$ cat config.mk
export PLATFORM = sky130hd
export DESIGN_NAME = xelu_top
export DESIGN_NICKNAME = d
export VERILOG_FILES = /design/src/inc/xelu_pkg.sv /design/src/rtl/xelu_alu.sv /design/src/rtl/xelu_top.sv
export VERILOG_INCLUDE_DIRS = /design/src /design/src/inc
export SDC_FILE = /design/constraint.sdc
export NUM_CORES = 1
export LEC_CHECK = 0
export BUFFER_PORTS_ARGS = -buffer_cell sky130_fd_sc_hd__buf_2
export CAP_MARGIN = 5
export CELL_PAD_IN_SITES_DETAIL_PLACEMENT = 1
export CELL_PAD_IN_SITES_GLOBAL_PLACEMENT = 1
export CORE_ASPECT_RATIO = 1.2
export CORE_MARGIN = 2
export CORE_UTILIZATION = 39
export DETAILED_ROUTE_END_ITERATION = 10
export GPL_ROUTABILITY_DRIVEN = 1
export HOLD_SLACK_MARGIN = 0.12
export PLACE_DENSITY = 0.81
export SYNTH_ARGS = -nofsm -noshare
export SYNTH_HDL_FRONTEND = slang
export SYNTH_SLANG_ARGS = --single-unit
$ cat constraint.sdc
create_clock -name CLK_IN -period 2.59 [get_ports CLK_IN]
set_input_delay 0.1295 -clock CLK_IN [delete_from_list [all_inputs] [get_ports CLK_IN]]
set_output_delay 0.1295 -clock CLK_IN [all_outputs]
set_load 0.02 [all_outputs]
$ cat src/inc/xelu_regs.svh
`ifndef XELU_REGS_SVH
`define XELU_REGS_SVH
// opcode patterns and masks
`define XELU_OP_XOR_RR_MASK   16'hF00F
`define XELU_OP_XOR_RR_CODE   16'h200A
`define XELU_OP_EXTRACT_CODE  16'h200D
`define XELU_OP_IMM_MASK      16'hFF00
`define XELU_OP_XOR_IMM_CODE  16'hCA00
`define XELU_OP_XOR_MEM_CODE  16'hCE00
// field positions
`define XELU_DST_REG_MSB      11
`define XELU_DST_REG_LSB      8
`define XELU_SRC_REG_MSB      7
`define XELU_SRC_REG_LSB      4
`define XELU_IMM_MSB          7
`define XELU_IMM_LSB          0
// timing counts and program counter step
`define XELU_CYC_SINGLE       1
`define XELU_CYC_MEM          3
`define XELU_PC_STEP          32'h0000_0002
`endif

$ cat src/inc/xelu_pkg.sv
`default_nettype none
package xelu_pkg;
  typedef enum logic [3:0] {
    ST_IDLE  = 4'b0001,
    ST_READ  = 4'b0010,
    ST_MODIF = 4'b0100,
    ST_WRITE = 4'b1000
  } xelu_state_t;

  typedef struct packed {
    logic        we;
    logic [3:0]  idx;
    logic [31:0] data;
  } xelu_wb_t;

  typedef struct packed {
    logic        req;
    logic        wr;
    logic [31:0] addr;
    logic [7:0]  wdata;
  } xelu_bus_t;
endpackage : xelu_pkg
`default_nettype wire

$ cat src/rtl/xelu_alu.sv
`timescale 1ns/10ps
`default_nettype none
`include "xelu_regs.svh"
module xelu_alu (
  // operands
  input  wire logic [31:0] src_in,
  input  wire logic [31:0] dst_in,
  input  wire logic [7:0]  imm_in,
  // results
  output logic      [31:0] xor_rr_out,
  output logic      [31:0] xor_imm_out,
  output logic      [31:0] extract_out
);
  assign xor_rr_out  = dst_in ^ src_in;
  assign xor_imm_out = dst_in ^ {24'h00_0000, imm_in};
  assign extract_out = {src_in[15:0], dst_in[31:16]};
endmodule : xelu_alu
`default_nettype wire

$ cat src/rtl/xelu_top.sv
`timescale 1ns/10ps
`default_nettype none
`include "xelu_regs.svh"
module xelu_top (
  // clock and reset
  input  wire logic        CLK_IN,
  input  wire logic        ARST_N_IN,
  // instruction issue
  input  wire logic        ISSUE_IN,
  input  wire logic [15:0] OPCODE_IN,
  input  wire logic [31:0] PC_IN,
  input  wire logic        TFLAG_IN,
  // register file read
  input  wire logic [31:0] SRC_DATA_IN,
  input  wire logic [31:0] DST_DATA_IN,
  input  wire logic [31:0] INDEX_REGISTER_ZERO_IN,
  input  wire logic [31:0] GLOBAL_BASE_REGISTER_IN,
  // data bus
  input  wire logic        BUS_ACK_IN,
  input  wire logic [7:0]  BUS_RDATA_IN,
  output logic             BUS_REQ_OUT,
  output logic             BUS_WR_OUT,
  output logic             BUS_LOCK_OUT,
  output logic      [31:0] BUS_ADDR_OUT,
  output logic      [7:0]  BUS_WDATA_OUT,
  // register file read select
  output logic      [3:0]  SRC_IDX_OUT,
  output logic      [3:0]  DST_IDX_OUT,
  // write back and completion
  output logic             WB_WE_OUT,
  output logic      [3:0]  WB_IDX_OUT,
  output logic      [31:0] WB_DATA_OUT,
  output logic             DONE_OUT,
  output logic             BUSY_OUT,
  output logic             ILLEGAL_OUT,
  output logic      [31:0] NEXT_PC_OUT,
  output logic             TFLAG_OUT
);
  ////////////////////////////////////////////////////////////////////////////
  // decode
  logic              is_xor_rr;
  logic              is_extract;
  logic              is_xor_imm;
  logic              is_xor_mem;
  logic [3:0]        destination_register;
  logic [3:0]        source_register;
  logic [7:0]        imm;
  xelu_pkg::xelu_state_t state;
  xelu_pkg::xelu_wb_t    next_wb;
  logic [31:0]       alu_dst;
  logic [31:0]       res_rr;
  logic [31:0]       res_imm;
  logic [31:0]       res_x;
  logic [7:0]        mem_imm;
  logic [7:0]        mem_byte;
  logic [31:0]       mem_addr;
  logic [31:0]       mem_pc;
  logic              mem_tflag;
  logic              can_issue;

  assign destination_register = OPCODE_IN[`XELU_DST_REG_MSB:`XELU_DST_REG_LSB];
  assign source_register      = OPCODE_IN[`XELU_SRC_REG_MSB:`XELU_SRC_REG_LSB];
  assign imm        = OPCODE_IN[`XELU_IMM_MSB:`XELU_IMM_LSB];
  assign can_issue  = ISSUE_IN && (state == xelu_pkg::ST_IDLE);
  assign is_xor_rr  = (OPCODE_IN & `XELU_OP_XOR_RR_MASK) == `XELU_OP_XOR_RR_CODE;
  assign is_extract = (OPCODE_IN & `XELU_OP_XOR_RR_MASK) == `XELU_OP_EXTRACT_CODE;
  assign is_xor_imm = (OPCODE_IN & `XELU_OP_IMM_MASK) == `XELU_OP_XOR_IMM_CODE;
  assign is_xor_mem = (OPCODE_IN & `XELU_OP_IMM_MASK) == `XELU_OP_XOR_MEM_CODE;

  assign SRC_IDX_OUT = source_register;
  assign DST_IDX_OUT = destination_register;
  assign BUSY_OUT    = (state != xelu_pkg::ST_IDLE);
  assign alu_dst     = is_xor_imm ? INDEX_REGISTER_ZERO_IN : DST_DATA_IN;

  xelu_alu u_alu (
    .src_in      (SRC_DATA_IN),
    .dst_in      (alu_dst),
    .imm_in      (imm),
    .xor_rr_out  (res_rr),
    .xor_imm_out (res_imm),
    .extract_out (res_x)
  );

  ////////////////////////////////////////////////////////////////////////////
  // single-cycle write back selection
  always_comb begin
    next_wb = '0;
    if (can_issue && is_xor_rr) begin
      next_wb = '{we: 1'b1, idx: destination_register, data: res_rr};
    end else if (can_issue && is_extract) begin
      next_wb = '{we: 1'b1, idx: destination_register, data: res_x};
    end else if (can_issue && is_xor_imm) begin
      next_wb = '{we: 1'b1, idx: 4'h0, data: res_imm};
    end
  end

  always_ff @(posedge CLK_IN or negedge ARST_N_IN) begin
    if (!ARST_N_IN) begin
      WB_WE_OUT   <= 1'b0;
      WB_IDX_OUT  <= 4'h0;
      WB_DATA_OUT <= 32'h0000_0000;
    end else begin
      WB_WE_OUT   <= next_wb.we;
      WB_IDX_OUT  <= next_wb.idx;
      WB_DATA_OUT <= next_wb.data;
    end
  end

  ////////////////////////////////////////////////////////////////////////////
  // byte memory read-modify-write sequencer
  always_ff @(posedge CLK_IN or negedge ARST_N_IN) begin
    if (!ARST_N_IN) begin
      state     <= xelu_pkg::ST_IDLE;
      mem_imm   <= 8'h00;
      mem_byte  <= 8'h00;
      mem_addr  <= 32'h0000_0000;
      mem_pc    <= 32'h0000_0000;
      mem_tflag <= 1'b0;
    end else begin
      unique case (state)
        xelu_pkg::ST_IDLE: begin
          if (can_issue && is_xor_mem) begin
            state     <= xelu_pkg::ST_READ;
            mem_imm   <= imm;
            mem_addr  <= GLOBAL_BASE_REGISTER_IN + INDEX_REGISTER_ZERO_IN;
            mem_pc    <= PC_IN + `XELU_PC_STEP;
            mem_tflag <= TFLAG_IN;
          end
        end
        xelu_pkg::ST_READ: begin
          if (BUS_ACK_IN) begin
            mem_byte <= BUS_RDATA_IN;
            state    <= xelu_pkg::ST_MODIF;
          end
        end
        xelu_pkg::ST_MODIF: begin
          mem_byte <= mem_byte ^ mem_imm;
          state    <= xelu_pkg::ST_WRITE;
        end
        xelu_pkg::ST_WRITE: begin
          if (BUS_ACK_IN) begin
            state <= xelu_pkg::ST_IDLE;
          end
        end
        default: begin
          state <= xelu_pkg::ST_IDLE;
        end
      endcase
    end
  end

  always_ff @(posedge CLK_IN or negedge ARST_N_IN) begin
    if (!ARST_N_IN) begin
      BUS_REQ_OUT   <= 1'b0;
      BUS_WR_OUT    <= 1'b0;
      BUS_ADDR_OUT  <= 32'h0000_0000;
      BUS_WDATA_OUT <= 8'h00;
    end else begin
      if (state == xelu_pkg::ST_IDLE) begin
        BUS_ADDR_OUT <= GLOBAL_BASE_REGISTER_IN + INDEX_REGISTER_ZERO_IN;
      end else begin
        BUS_ADDR_OUT <= mem_addr;
      end
      // write byte loaded once, held steady through write wait states
      if (state == xelu_pkg::ST_MODIF) begin
        BUS_WDATA_OUT <= mem_byte ^ mem_imm;
      end
      if (state == xelu_pkg::ST_IDLE) begin
        BUS_REQ_OUT <= can_issue && is_xor_mem;
        BUS_WR_OUT  <= 1'b0;
      end else if (state == xelu_pkg::ST_READ) begin
        BUS_REQ_OUT <= !BUS_ACK_IN;
        BUS_WR_OUT  <= 1'b0;
      end else if (state == xelu_pkg::ST_MODIF) begin
        BUS_REQ_OUT <= 1'b1;
        BUS_WR_OUT  <= 1'b1;
      end else begin
        BUS_REQ_OUT <= !BUS_ACK_IN;
        BUS_WR_OUT  <= !BUS_ACK_IN;
      end
    end
  end

  // bus held locked through the read-modify-write
  assign BUS_LOCK_OUT = BUSY_OUT;

  ////////////////////////////////////////////////////////////////////////////
  // completion, program counter and test flag
  always_ff @(posedge CLK_IN or negedge ARST_N_IN) begin
    if (!ARST_N_IN) begin
      DONE_OUT    <= 1'b0;
      ILLEGAL_OUT <= 1'b0;
      NEXT_PC_OUT <= 32'h0000_0000;
      TFLAG_OUT   <= 1'b0;
    end else begin
      ILLEGAL_OUT <= can_issue && !(is_xor_rr || is_extract || is_xor_imm || is_xor_mem);
      if (can_issue && (is_xor_rr || is_extract || is_xor_imm)) begin
        DONE_OUT    <= 1'b1;
        NEXT_PC_OUT <= PC_IN + `XELU_PC_STEP;
        TFLAG_OUT   <= TFLAG_IN;
      end else if (state == xelu_pkg::ST_WRITE && BUS_ACK_IN) begin
        DONE_OUT    <= 1'b1;
        NEXT_PC_OUT <= mem_pc;
        TFLAG_OUT   <= mem_tflag;
      end else begin
        DONE_OUT <= 1'b0;
      end
    end
  end
endmodule : xelu_top
`default_nettype wire

==> reports/metrics.yaml, run 1 <==
global_route:
  grt_start_max_net_pins: 86
  grt_overflow: 0
  grt_pass1_wl_um: 68700
  antenna_found_initial: 3
  grt_util_all_layers_pct: 30.4
  grt_pass1_vias: 12354
timing:
  finalHoldViolCount: 0
  tightest_slew_ps: 766
  layout_min_cycle_time_ps: 2520
  grt_setup_unrepaired: "false"
  maxSlewHeadroom_pct: 49.0
  finalSetupViolCount: 0
  fmax_ghz: 0.398
  setup_ws_ps: 74.7
  finClkSkew_ps: 21.0
  fin_crit_sh_pct: 97.1
  slew_violations: 0
synthesis:
  ys_warn_count: 0
  synth-seq-cells: 199
  synth_cells: 1225
  ys_seq_area_share_pct: 45.6
  async_reset_ff_share_pct: 100
  yosysMostFrequentCell: "nand2_1"
  synthesis.area_sq_um: 10900
  synth_nets: 1447
  synth.top_cell.area_share_pct: 45.3
  synth_area_leaders: "dfrtp_1 45%, nand2_1 8.4%, o21ai_0 5.2%, xnor2_1 3.8%, ha_1 3.7%"
  synth_ff_type: "dfrtp_1"
  synth-edff-count: 0
  avgSynthCellArea_sq_um: 8.92
  ys_top_cells_by_count: "245 x nand2_1, 198 x dfrtp_1, 114 x o21ai_0, 89 x nor2_1, 67 x a21oi_1"
  synth_top_cell_by_area: "dfrtp_1"
  ys_types: 64
routing:
  ant_nets: 0
  routed_wl_um: 44200
  first_iter_violations: 673
  vias: 11298
  routed_via_density: 5.56
  drc: 0
  wl_per_cell_um: 21.8
  drtPass1Iterations: 5
setup_path:
  critPathCaptureType: "flip-flop"
  cpLargestDelayFamily: "buffers and inverters"
  crit_arrival_ps: 2800
  crit_fanout: 32
  crit_chain: "dlygate4sd3_1, buf_2, nand4b_1, nor4b_4, nor2b_4, buf_12, mux2i_1, xor2_1, o221ai_1"
  worst-path-buf-inv: 3
  max_stage_delay_ps: 570
  crit_slowest_cell: "dlygate4sd3_1"
  cp-start-kind: "primary input"
  critPathRequiredTime_ps: 2870
  crit_type: "primary input to flip-flop"
clock_tree:
  cts.sinks: 199
  insertion_delay_ps: 460
  cts_root_buffer: "clkbuf_16"
  clock_path_buffers: 2
  post_cts_buffers: 0
  htreeDepth: 4
  clk_pin_slew_ps: 90
  cts_buffers: 17
  tritoncts: "built"
placement:
  dp_hpwl_um: 30800
  postPlaceCellArea_sq_um: 13100
  routabilityCongestion: 0.920
  place_ws_ps: -181
  portBuffers: 312
final_layout:
  multiInputGateArea_sq_um: 5580
  stdcell_area_sq_um: 14700
  drive_above_1_share_pct: 25.8
  seq_area_sq_um: 4980
  fillers: 3291
  nets: 1862
  syn2layout_area_growth_pct: 34.9
  post-route-util_pct: 53.1
flow_run:
  max_cap_violations: 0
die:
  die_h_um: 187
  coreArea_sq_um: 27700
  rows: 67
  initial_core_util_pct: 39.4
  die_area_sq_um: 29400
  die-width_um: 157
  io_pins: 313
run_status:
  status: "finished clean"
power_and_ir_drop:
  leakage_nw: 7.00
  power_density_nw_per_um2: 571
  ir_drop_mv: 0.395
min_path:
  min_path_type: "primary input to flip-flop"
## final cells by class
type,count,area share (%)
Antenna cell,2,0.0339
Clock buffer,20,3.10
Clock inverter,11,1.01
Inverter,11,0.297
Multi-Input combinational cell,945,37.8
Sequential cell,199,33.8
Tap cell,379,3.22
Timing Repair Buffer,466,20.7
## metal layers
| metal | vias to the layer above | GRT usage (%) | part of all wire [%] |
|---|---|---|---|
| li1 | 5083 | - | - |
| met1 | 5555 | 34.2 | 38 |
| met2 | 519 | 53.0 | 50 |
| met3 | 139 | 6.37 | 6.3 |
| met4 | 2 | 17.3 | 5.7 |
| met5 | - | 0 | 0.025 |
## cells by family (layout without fill, tap and decap cells)
group,Yosys count,count (layout),share of synthesized area (%)
xor+xnor,82,82,6.57
buf+inv,81,508,3.61
mux,35,35,3.22
fa+ha+maj,33,33,3.85
simple gates,461,461,18.6
compound gates,334,334,18.6
flops,199,199,45.6
other cells,0,2,0
## power breakdown
part	switching (mW)	internal, mW	leakage [nW]	total [mW]
Sequential	0.155	3.39	2.63	3.54
Clock	1.26	1.57	0.288	2.83
Combinational	1.24	0.797	4.09	2.04
## metrics by stage
stage          setup TNS (ps)  hold WS (ps)  instances  power (mW)
2_1_floorplan               0          -166       1225        4.58
3_3_place_gp             -387           243       1898        5.42
3_5_place_dp            -1360           243       1898        5.48
4_1_cts                     0           122       2030        8.40
5_1_grt                     0           123       2032        8.78
6_report                    0           119       2033        8.42
## worst paths after layout
check                           depth (start not counted)  slack, ps                to             from
worst min-delay path                                    3        120   WB_DATA_OUT[15]  DST_DATA_IN[31]
worst min register to register                          2        470         mem_tflag        mem_tflag
min in group asynchronous                               2        290  BUS_WDATA_OUT[4]        ARST_N_IN
worst max-delay path                                    9         70    WB_DATA_OUT[4]     OPCODE_IN[8]
worst max register to register                          9        220   NEXT_PC_OUT[17]         state[2]
max in group asynchronous                               3       1570    WB_DATA_OUT[6]        ARST_N_IN
## state kept, by name (all words and copies together), names as in the netlist
name           count
BUS_ADDR_OUT      32
NEXT_PC_OUT       32
WB_DATA_OUT       32
mem_addr          32
mem_pc            32
BUS_WDATA_OUT      8
mem_byte           8
mem_imm            8
WB_IDX_OUT         4
state              4
BUS_REQ_OUT        1
BUS_WR_OUT         1
DONE_OUT           1
ILLEGAL_OUT        1
TFLAG_OUT          1
WB_WE_OUT          1
mem_tflag          1
## tightest hold or removal path: stages
cell and delay (ps):
buf_2 90, mux2i_1 110, o221ai_1 210
## cells in the final DEF, fill, tap and decap left out, drive strengths merged, types with 5 or more instances in the layout
master,Yosys,layout
dlygate4sd3,0,102
o22ai,10,10
and3,26,26
buf,29,363
nor2b,8,8
o221ai,10,10
a211oi,8,8
clkbuf,41,21
o221a,9,9
a31oi,8,8
a21boi,18,18
ha,32,32
o21ai,147,147
xnor2,47,47
a22oi,5,5
o21a,6,6
dfrtp,198,198
a21oi,67,67
nor2,91,91
nor3,14,14
nand2,246,246
o31ai,5,5
mux2i,34,34
inv,11,12
nand3,41,41
a21o,22,22
xor2,35,35
and2,8,8
## repair_timing
action / in CTS / in global routing
resized for setup: 0 / 6
hold buffers: 101 / 1
endpoints found under the hold margin: 201 / 1
setup endpoints to repair: 0 / 5
Power figures use the tool's default switching activity.
==> inputs of run 2 (changes only) <==
==> constraint.sdc (replaced) <==
create_clock -name CLK_IN -period 2.59 [get_ports CLK_IN]
set_input_delay 0.3885 -clock CLK_IN [delete_from_list [all_inputs] [get_ports CLK_IN]]
set_output_delay 0.3885 -clock CLK_IN [all_outputs]
set_load 0.02 [all_outputs]
==> run 2 against run 1 <==
Critical path depth grew 2. First-iteration DRC count decreased by 15%. Largest power group unchanged. Global-route usage fell by 2.0 points. Clock skew fell by 8.1 ps. Count of clock-buffer cells in the layout down 3. Highest routed layer unchanged. Critical path type unchanged. Cell count decreased by 3.4%. Non-clock buffer count down 70. Critical endpoint is now mem_addr[28].
==> reports/metrics.yaml, run 2 (synthesis results as in run 1) <==
final_layout:
  post-route-util_pct: 50.3  # was 53.1%
  final_cell_mix: "311 x buf_2, 245 x nand2_1, 198 x dfrtp_1"  # unchanged
  syn2layout_area_growth_pct: 27.6  # was 34.9%
  fillers: 3317  # was 3,291
  final_common_cell: "buf_2"  # unchanged
  drive_above_1_share_pct: 28.9  # was 25.8%
  nets: 1792  # was 1,862
setup_path:
  reg2reg_slack_ps: 160  # was 220 ps
  crit_type: "primary input to flip-flop"  # unchanged
  critPathRequiredTime_ps: 2910  # was 2870 ps
  crit_arrival_ps: 2840  # was 2800 ps
  critPathCaptureType: "flip-flop"  # unchanged
  r2r-end: "NEXT_PC_OUT[23]"  # was NEXT_PC_OUT[17]
  reg2reg_from: "state[1]"  # was state[2]
  cp-start-kind: "primary input"  # unchanged
  rr_worst_depth: 8  # was 9
  crit_fanout: 3  # was 32
timing:
  fmax_ghz: 0.396  # was 0.398 GHz
  tightest_slew_ps: 762  # was 766 ps
  grt_setup_unrepaired: "false"  # unchanged
  fin_tns_setup_ps: 0  # unchanged
  finalSetupViolCount: 0  # unchanged
  layout_min_cycle_time_ps: 2520  # about the same
  finalHoldViolCount: 0  # unchanged
  finClkSkew_ps: 12.9  # was 21.0 ps
  slew_violations: 0  # unchanged
  maxSlewHeadroom_pct: 49.2  # was 49.0%
  fin_crit_sh_pct: 97.4  # was 97.1%
die:
  die_h_um: 187  # unchanged
  rows: 67  # unchanged
  die_area_sq_um: 29400  # unchanged
  io_pins: 313  # unchanged
  initial_core_util_pct: 39.4  # unchanged
  coreArea_sq_um: 27700  # unchanged
  die-width_um: 157  # unchanged
min_path:
  min_path_type: "primary input to flip-flop"  # unchanged
  holdPathEnd: "mem_pc[0]"  # was WB_DATA_OUT[15]
  hp-start: "PC_IN[0]"  # was DST_DATA_IN[31]
  hold_depth: 3  # unchanged
placement:
  dp_hpwl_um: 31900  # was 30,800 um
  routabilityCongestion: 0.937  # was 0.920
  portBuffers: 312  # unchanged
routing:
  routed_wl_um: 41300  # was 44,200 um
  vias: 10747  # was 11,298
  drtPass1Iterations: 4  # was 5
  wl_per_cell_um: 21.0  # was 21.8 um
  drc: 0  # unchanged
  ant_nets: 0  # unchanged
  first_iter_violations: 573  # was 673
  routed_via_density: 5.47  # was 5.56
global_route:
  grt_pass1_vias: 11554  # was 12,354
  grt_start_max_net_pins: 62  # was 86
  grt_pass1_wl_um: 64200  # was 68,700 um
  grt_overflow: 0  # unchanged
  antenna_found_initial: 4  # was 3
  grt_util_all_layers_pct: 28.4  # was 30.4%
power_and_ir_drop:
  pwr-share-seq_pct: 42.9  # was 42.1%
  p_int_mw: 5.58  # was 5.76 mW
  power_density_nw_per_um2: 592  # was 571 nW/um^2
  leakage_nw: 6.73  # was 7.00 nW
  combPwrFrac_pct: 23.6  # was 24.3%
  switching_share_pct: 32.4  # was 31.6%
  power_mw: 8.25  # was 8.42 mW
  clkPwrFrac_pct: 33.5  # was 33.6%
  p_sw_mw: 2.68  # was 2.66 mW
  ir_drop_mv: 0.414  # was 0.395 mV
clock_tree:
  clock_path_buffers: 2  # unchanged
  clk_pin_slew_ps: 70  # was 90 ps
  htreeDepth: 4  # unchanged
  cts_root_buffer: "clkbuf_16"  # unchanged
  tritoncts: "built"  # unchanged
  post_cts_buffers: 0  # unchanged
  cts.sinks: 199  # unchanged
  insertion_delay_ps: 460  # about the same
  cts_buffers: 17  # unchanged
run_status:
  status: "finished clean"  # unchanged
flow_run:
  max_cap_violations: 0  # unchanged
## run 2: changes by cell type in the layout (fill, tap and decap cells not counted), sizes merged
cell	previous run	this run
bufinv	3	2
clkbuf	21	18
clkinvlp	3	0
inv	12	18
clkinv	4	6
dlygate4sd3	102	1
buf	363	394
## run 2: power groups by stage
stage	registers, mW	clock network, mW	logic [mW]
after global routing	3.57	2.94	2.13
after CTS	3.54	2.80	1.95
after global placement	3.59	0	1.88
final	3.54	2.76	1.95
after floorplan	3.85	0	0.738
after detailed placement	3.60	0	1.93
## run 2: how the worst max path moves through the flow
| stage | startpoint | end | slack, ps | depth (start not counted) |
|---|---|---|---|---|
| after global placement | INDEX_REGISTER_ZERO_IN[0] | BUS_ADDR_OUT[16] | -340 | 10 |
| after detailed placement | INDEX_REGISTER_ZERO_IN[0] | mem_addr[28] | -470 | 11 |
| after floorplan | INDEX_REGISTER_ZERO_IN[0] | mem_addr[16] | 60 | 9 |
| after global routing | INDEX_REGISTER_ZERO_IN[1] | mem_addr[23] | 3 | 12 |
| after CTS | INDEX_REGISTER_ZERO_IN[0] | mem_addr[28] | 80 | 11 |
| final | INDEX_REGISTER_ZERO_IN[0] | mem_addr[28] | 70 | 11 |
## run 2: layer usage
layer | wire, um | share of wire, % | global-route usage, % | vias to the layer above
met4 | 1680 | 4.1 | 12.9 | 2
met3 | 2350 | 5.7 | 5.61 | 84
met2 | 20900 | 51 | 49.4 | 390
met1 | 16300 | 39 | 33.6 | 5327
met5 | 13 | 0.031 | 0 | -
li1 | - | - | - | 4944
## run 2: critical path, stage by stage
cell	delay, ps
buf_2	110
ha_1	230
fa_1	470
a211oi_2	290
o21ai_1	160
a41oi_2	230
o221ai_1	240
a21oi_1	280
o21ai_1	130
xnor2_1	180
o21ai_0	120
## run 2: final cells by class
class / instances / area [sq um] / area share, %
diodes: 2 / 5.00 / 0.0359
clock buffers: 17 / 425 / 3.05
clock inverters: 15 / 165 / 1.18
inverters: 11 / 43.8 / 0.314
multi-input cells: 945 / 5580 / 40.0
flip-flops and latches: 199 / 4980 / 35.7
well taps: 379 / 474 / 3.40
repair buffers: 396 / 2280 / 16.3
## run 2: stage by stage
| step | hold WS (ps) | cells | cell area, sq um | setup slack, ps |
|---|---|---|---|---|
| 6_report | 177 | 1964 | 13900 | 66.1 |
| 3_3_place_gp | 416 | 1929 | 13300 | -344 |
| 5_1_grt | 167 | 1964 | 13900 | 3.15 |
| 2_1_floorplan | 92.9 | 1225 | 10900 | 60.0 |
| 4_1_cts | 158 | 1962 | 13900 | 76.5 |
| 3_5_place_dp | 415 | 1929 | 13300 | -469 |
## run 2: repair_timing
action,4_1_cts,5_1_grt
resized for setup,2,0
hold endpoints to repair,56,0
hold buffers,1,0
setup endpoints to repair,3,0
==> inputs of run 3 (changes only) <==
--- a/config.mk
+++ b/config.mk
@@ -17,6 +17,7 @@
 export GPL_ROUTABILITY_DRIVEN = 1
 export HOLD_SLACK_MARGIN = 0.12
 export PLACE_DENSITY = 0.81
+export REMOVE_ABC_BUFFERS = 1
 export SYNTH_ARGS = -nofsm -noshare
 export SYNTH_HDL_FRONTEND = slang
 export SYNTH_SLANG_ARGS = --single-unit
==> run 3 against run 2 <==
Non-clock buffer count rose by 9. Via count decreased by 1.2%. Combinational power hardly changed. Critical path type is now flip-flop to output port. Clock skew up 4.6 ps.
==> reports/metrics.yaml, run 3 (synthesis results as in run 1) <==
timing:
  finalSetupViolCount: 0  # unchanged
  layout_min_cycle_time_ps: 2490  # was 2520 ps
  whs_ps: 167  # was 177 ps
  tightest_slew_ps: 779  # was 762 ps
  finalHoldViolCount: 0  # unchanged
  maxSlewHeadroom_pct: 48.1  # was 49.2%
  finClkSkew_ps: 17.5  # was 12.9 ps
  setup_ws_ps: 97.5  # was 66.1 ps
  fmax_ghz: 0.401  # was 0.396 GHz
  fin_crit_sh_pct: 96.2  # was 97.4%
  grt_setup_unrepaired: "false"  # unchanged
  slew_violations: 0  # unchanged
global_route:
  grt_pass1_wl_um: 62200  # was 64,200 um
  grt_overflow: 0  # unchanged
  grt_start_max_net_pins: 87  # was 62
  grt_pass1_vias: 11491  # was 11,554
  grt_util_all_layers_pct: 27.5  # was 28.4%
  antenna_found_initial: 3  # was 4
routing:
  wl_per_cell_um: 20.2  # was 21.0 um
  ant_nets: 0  # unchanged
  routed_via_density: 5.38  # was 5.47
  vias: 10618  # was 10,747
  drc: 0  # unchanged
  drtPass1Iterations: 4  # unchanged
  first_iter_violations: 455  # was 573
  routed_wl_um: 39800  # was 41,300 um
final_layout:
  fillers: 3341  # was 3,317
  final_cell_mix: "311 x buf_2, 245 x nand2_1, 198 x dfrtp_1"  # unchanged
  seq_area_sq_um: 4980  # unchanged
  drive_above_1_share_pct: 29.5  # was 28.9%
  fin_cells: 1972  # was 1,964
  final_common_cell: "buf_2"  # unchanged
  multiInputGateArea_sq_um: 5590  # was 5580 sq um
  syn2layout_area_growth_pct: 29.1  # was 27.6%
  nets: 1801  # was 1,792
placement:
  routabilityCongestion: 0.938  # was 0.937
  portBuffers: 312  # unchanged
  dp_hpwl_um: 31300  # was 31,900 um
  place_ws_ps: -409  # was -469 ps
  dp.cells: 1937  # was 1,929
flow_run:
  max_cap_violations: 0  # unchanged
setup_path:
  setup.worst_path.start: "state[2]"  # was INDEX_REGISTER_ZERO_IN[0]
  critPathCaptureType: "output port"  # was flip-flop
  cp-start-kind: "flip-flop"  # was primary input
  critPathRequiredTime_ps: 2200  # was 2910 ps
  crit_fanout: 66  # was 3
  reg2reg_from: "state[2]"  # was state[1]
  crit_arrival_ps: 2100  # was 2840 ps
  reg2reg_slack_ps: 160  # about the same
  crit_type: "flip-flop to output port"  # was primary input to flip-flop
min_path:
  min_path_type: "primary input to flip-flop"  # unchanged
  hp-start: "PC_IN[0]"  # unchanged
clock_tree:
  cts_buffers: 17  # unchanged
  clk_pin_slew_ps: 80  # was 70 ps
  cts.sinks: 199  # unchanged
  htreeDepth: 4  # unchanged
  clock_path_buffers: 2  # unchanged
  insertion_delay_ps: 450  # was 460 ps
  tritoncts: "built"  # unchanged
  cts_root_buffer: "clkbuf_16"  # unchanged
die:
  die_h_um: 187  # unchanged
  die-width_um: 157  # unchanged
  io_pins: 313  # unchanged
  rows: 67  # unchanged
  initial_core_util_pct: 39.4  # unchanged
  coreArea_sq_um: 27700  # unchanged
  die_area_sq_um: 29400  # unchanged
power_and_ir_drop:
  power_density_nw_per_um2: 588  # was 592 nW/um^2
  leakage_nw: 6.80  # was 6.73 nW
  ir_drop_mv: 0.384  # was 0.414 mV
  power_mw: 8.29  # was 8.25 mW
run_status:
  status: "finished clean"  # unchanged
[run 3: cell count changes in the layout (fill, tap and decap cells not counted), sizes merged]
cell,change
diode,-1
buf,+9
inv,-4
clkinv,+3
clkinvlp,+1
[run 3: worst paths after layout]
check	endpoint	depth (start not counted)
worst min register to register	mem_addr[0]	2
worst max register to register	WB_DATA_OUT[31]	9
min in group asynchronous	mem_pc[31]	2
worst max-delay path	BUS_LOCK_OUT	6
worst min-delay path	mem_pc[0]	3
max in group asynchronous	mem_pc[18]	3
[run 3: cell type report]
| cell class | instances | share of cell area, % |
|---|---|---|
| multi-input cells | 945 | 39.6 |
| flip-flops and latches | 199 | 35.3 |
| repair buffers | 405 | 17.0 |
| well taps | 379 | 3.36 |
| clock buffers | 17 | 3.02 |
| clock inverters | 15 | 1.37 |
| inverters | 11 | 0.293 |
| diodes | 1 | 0.0177 |
[run 3: metal layers]
layer	part of all wire [%]	GRT usage [%]	wire (um)	vias up
met5	0.068	0	27	-
met4	3.7	12.0	1450	4
met3	6.0	6.42	2410	69
met2	52	49.2	20600	336
met1	39	30.9	15300	5239
li1	-	-	-	4970
[run 3: repair_timing]
item | CTS | global route
setup buffers | 1 | 0
pin swaps | 1 | 1
gates resized for setup | 1 | 5
hold endpoints to repair | 61 | 0
hold buffers | 1 | 0
setup endpoints to repair | 2 | 10
[run 3: worst max-delay path: stages (launching register included)]
cell,delay (ps)
dfrtp_1,410
or2_4,270
nor3b_4,250
buf_6,180
clkinv_1,110
buf_12,210
buf_2,200
[run 3: through the flow]
stage                     setup TNS [ps]  cell area [sq um]  utilization [%]
final                                  0              14100             50.8
after global routing                   0              14100             50.8
after CTS                              0              14100             50.8
after detailed placement           -6010              13400             48.5
after global placement             -3690              13400             48.5
after floorplan                  -158740              10600                -
[run 3: power breakdown]
group | leakage [nW] | internal [mW] | switching [mW]
logic | 3.87 | 0.753 | 1.18
registers | 2.63 | 3.39 | 0.140
clock network | 0.300 | 1.47 | 1.36
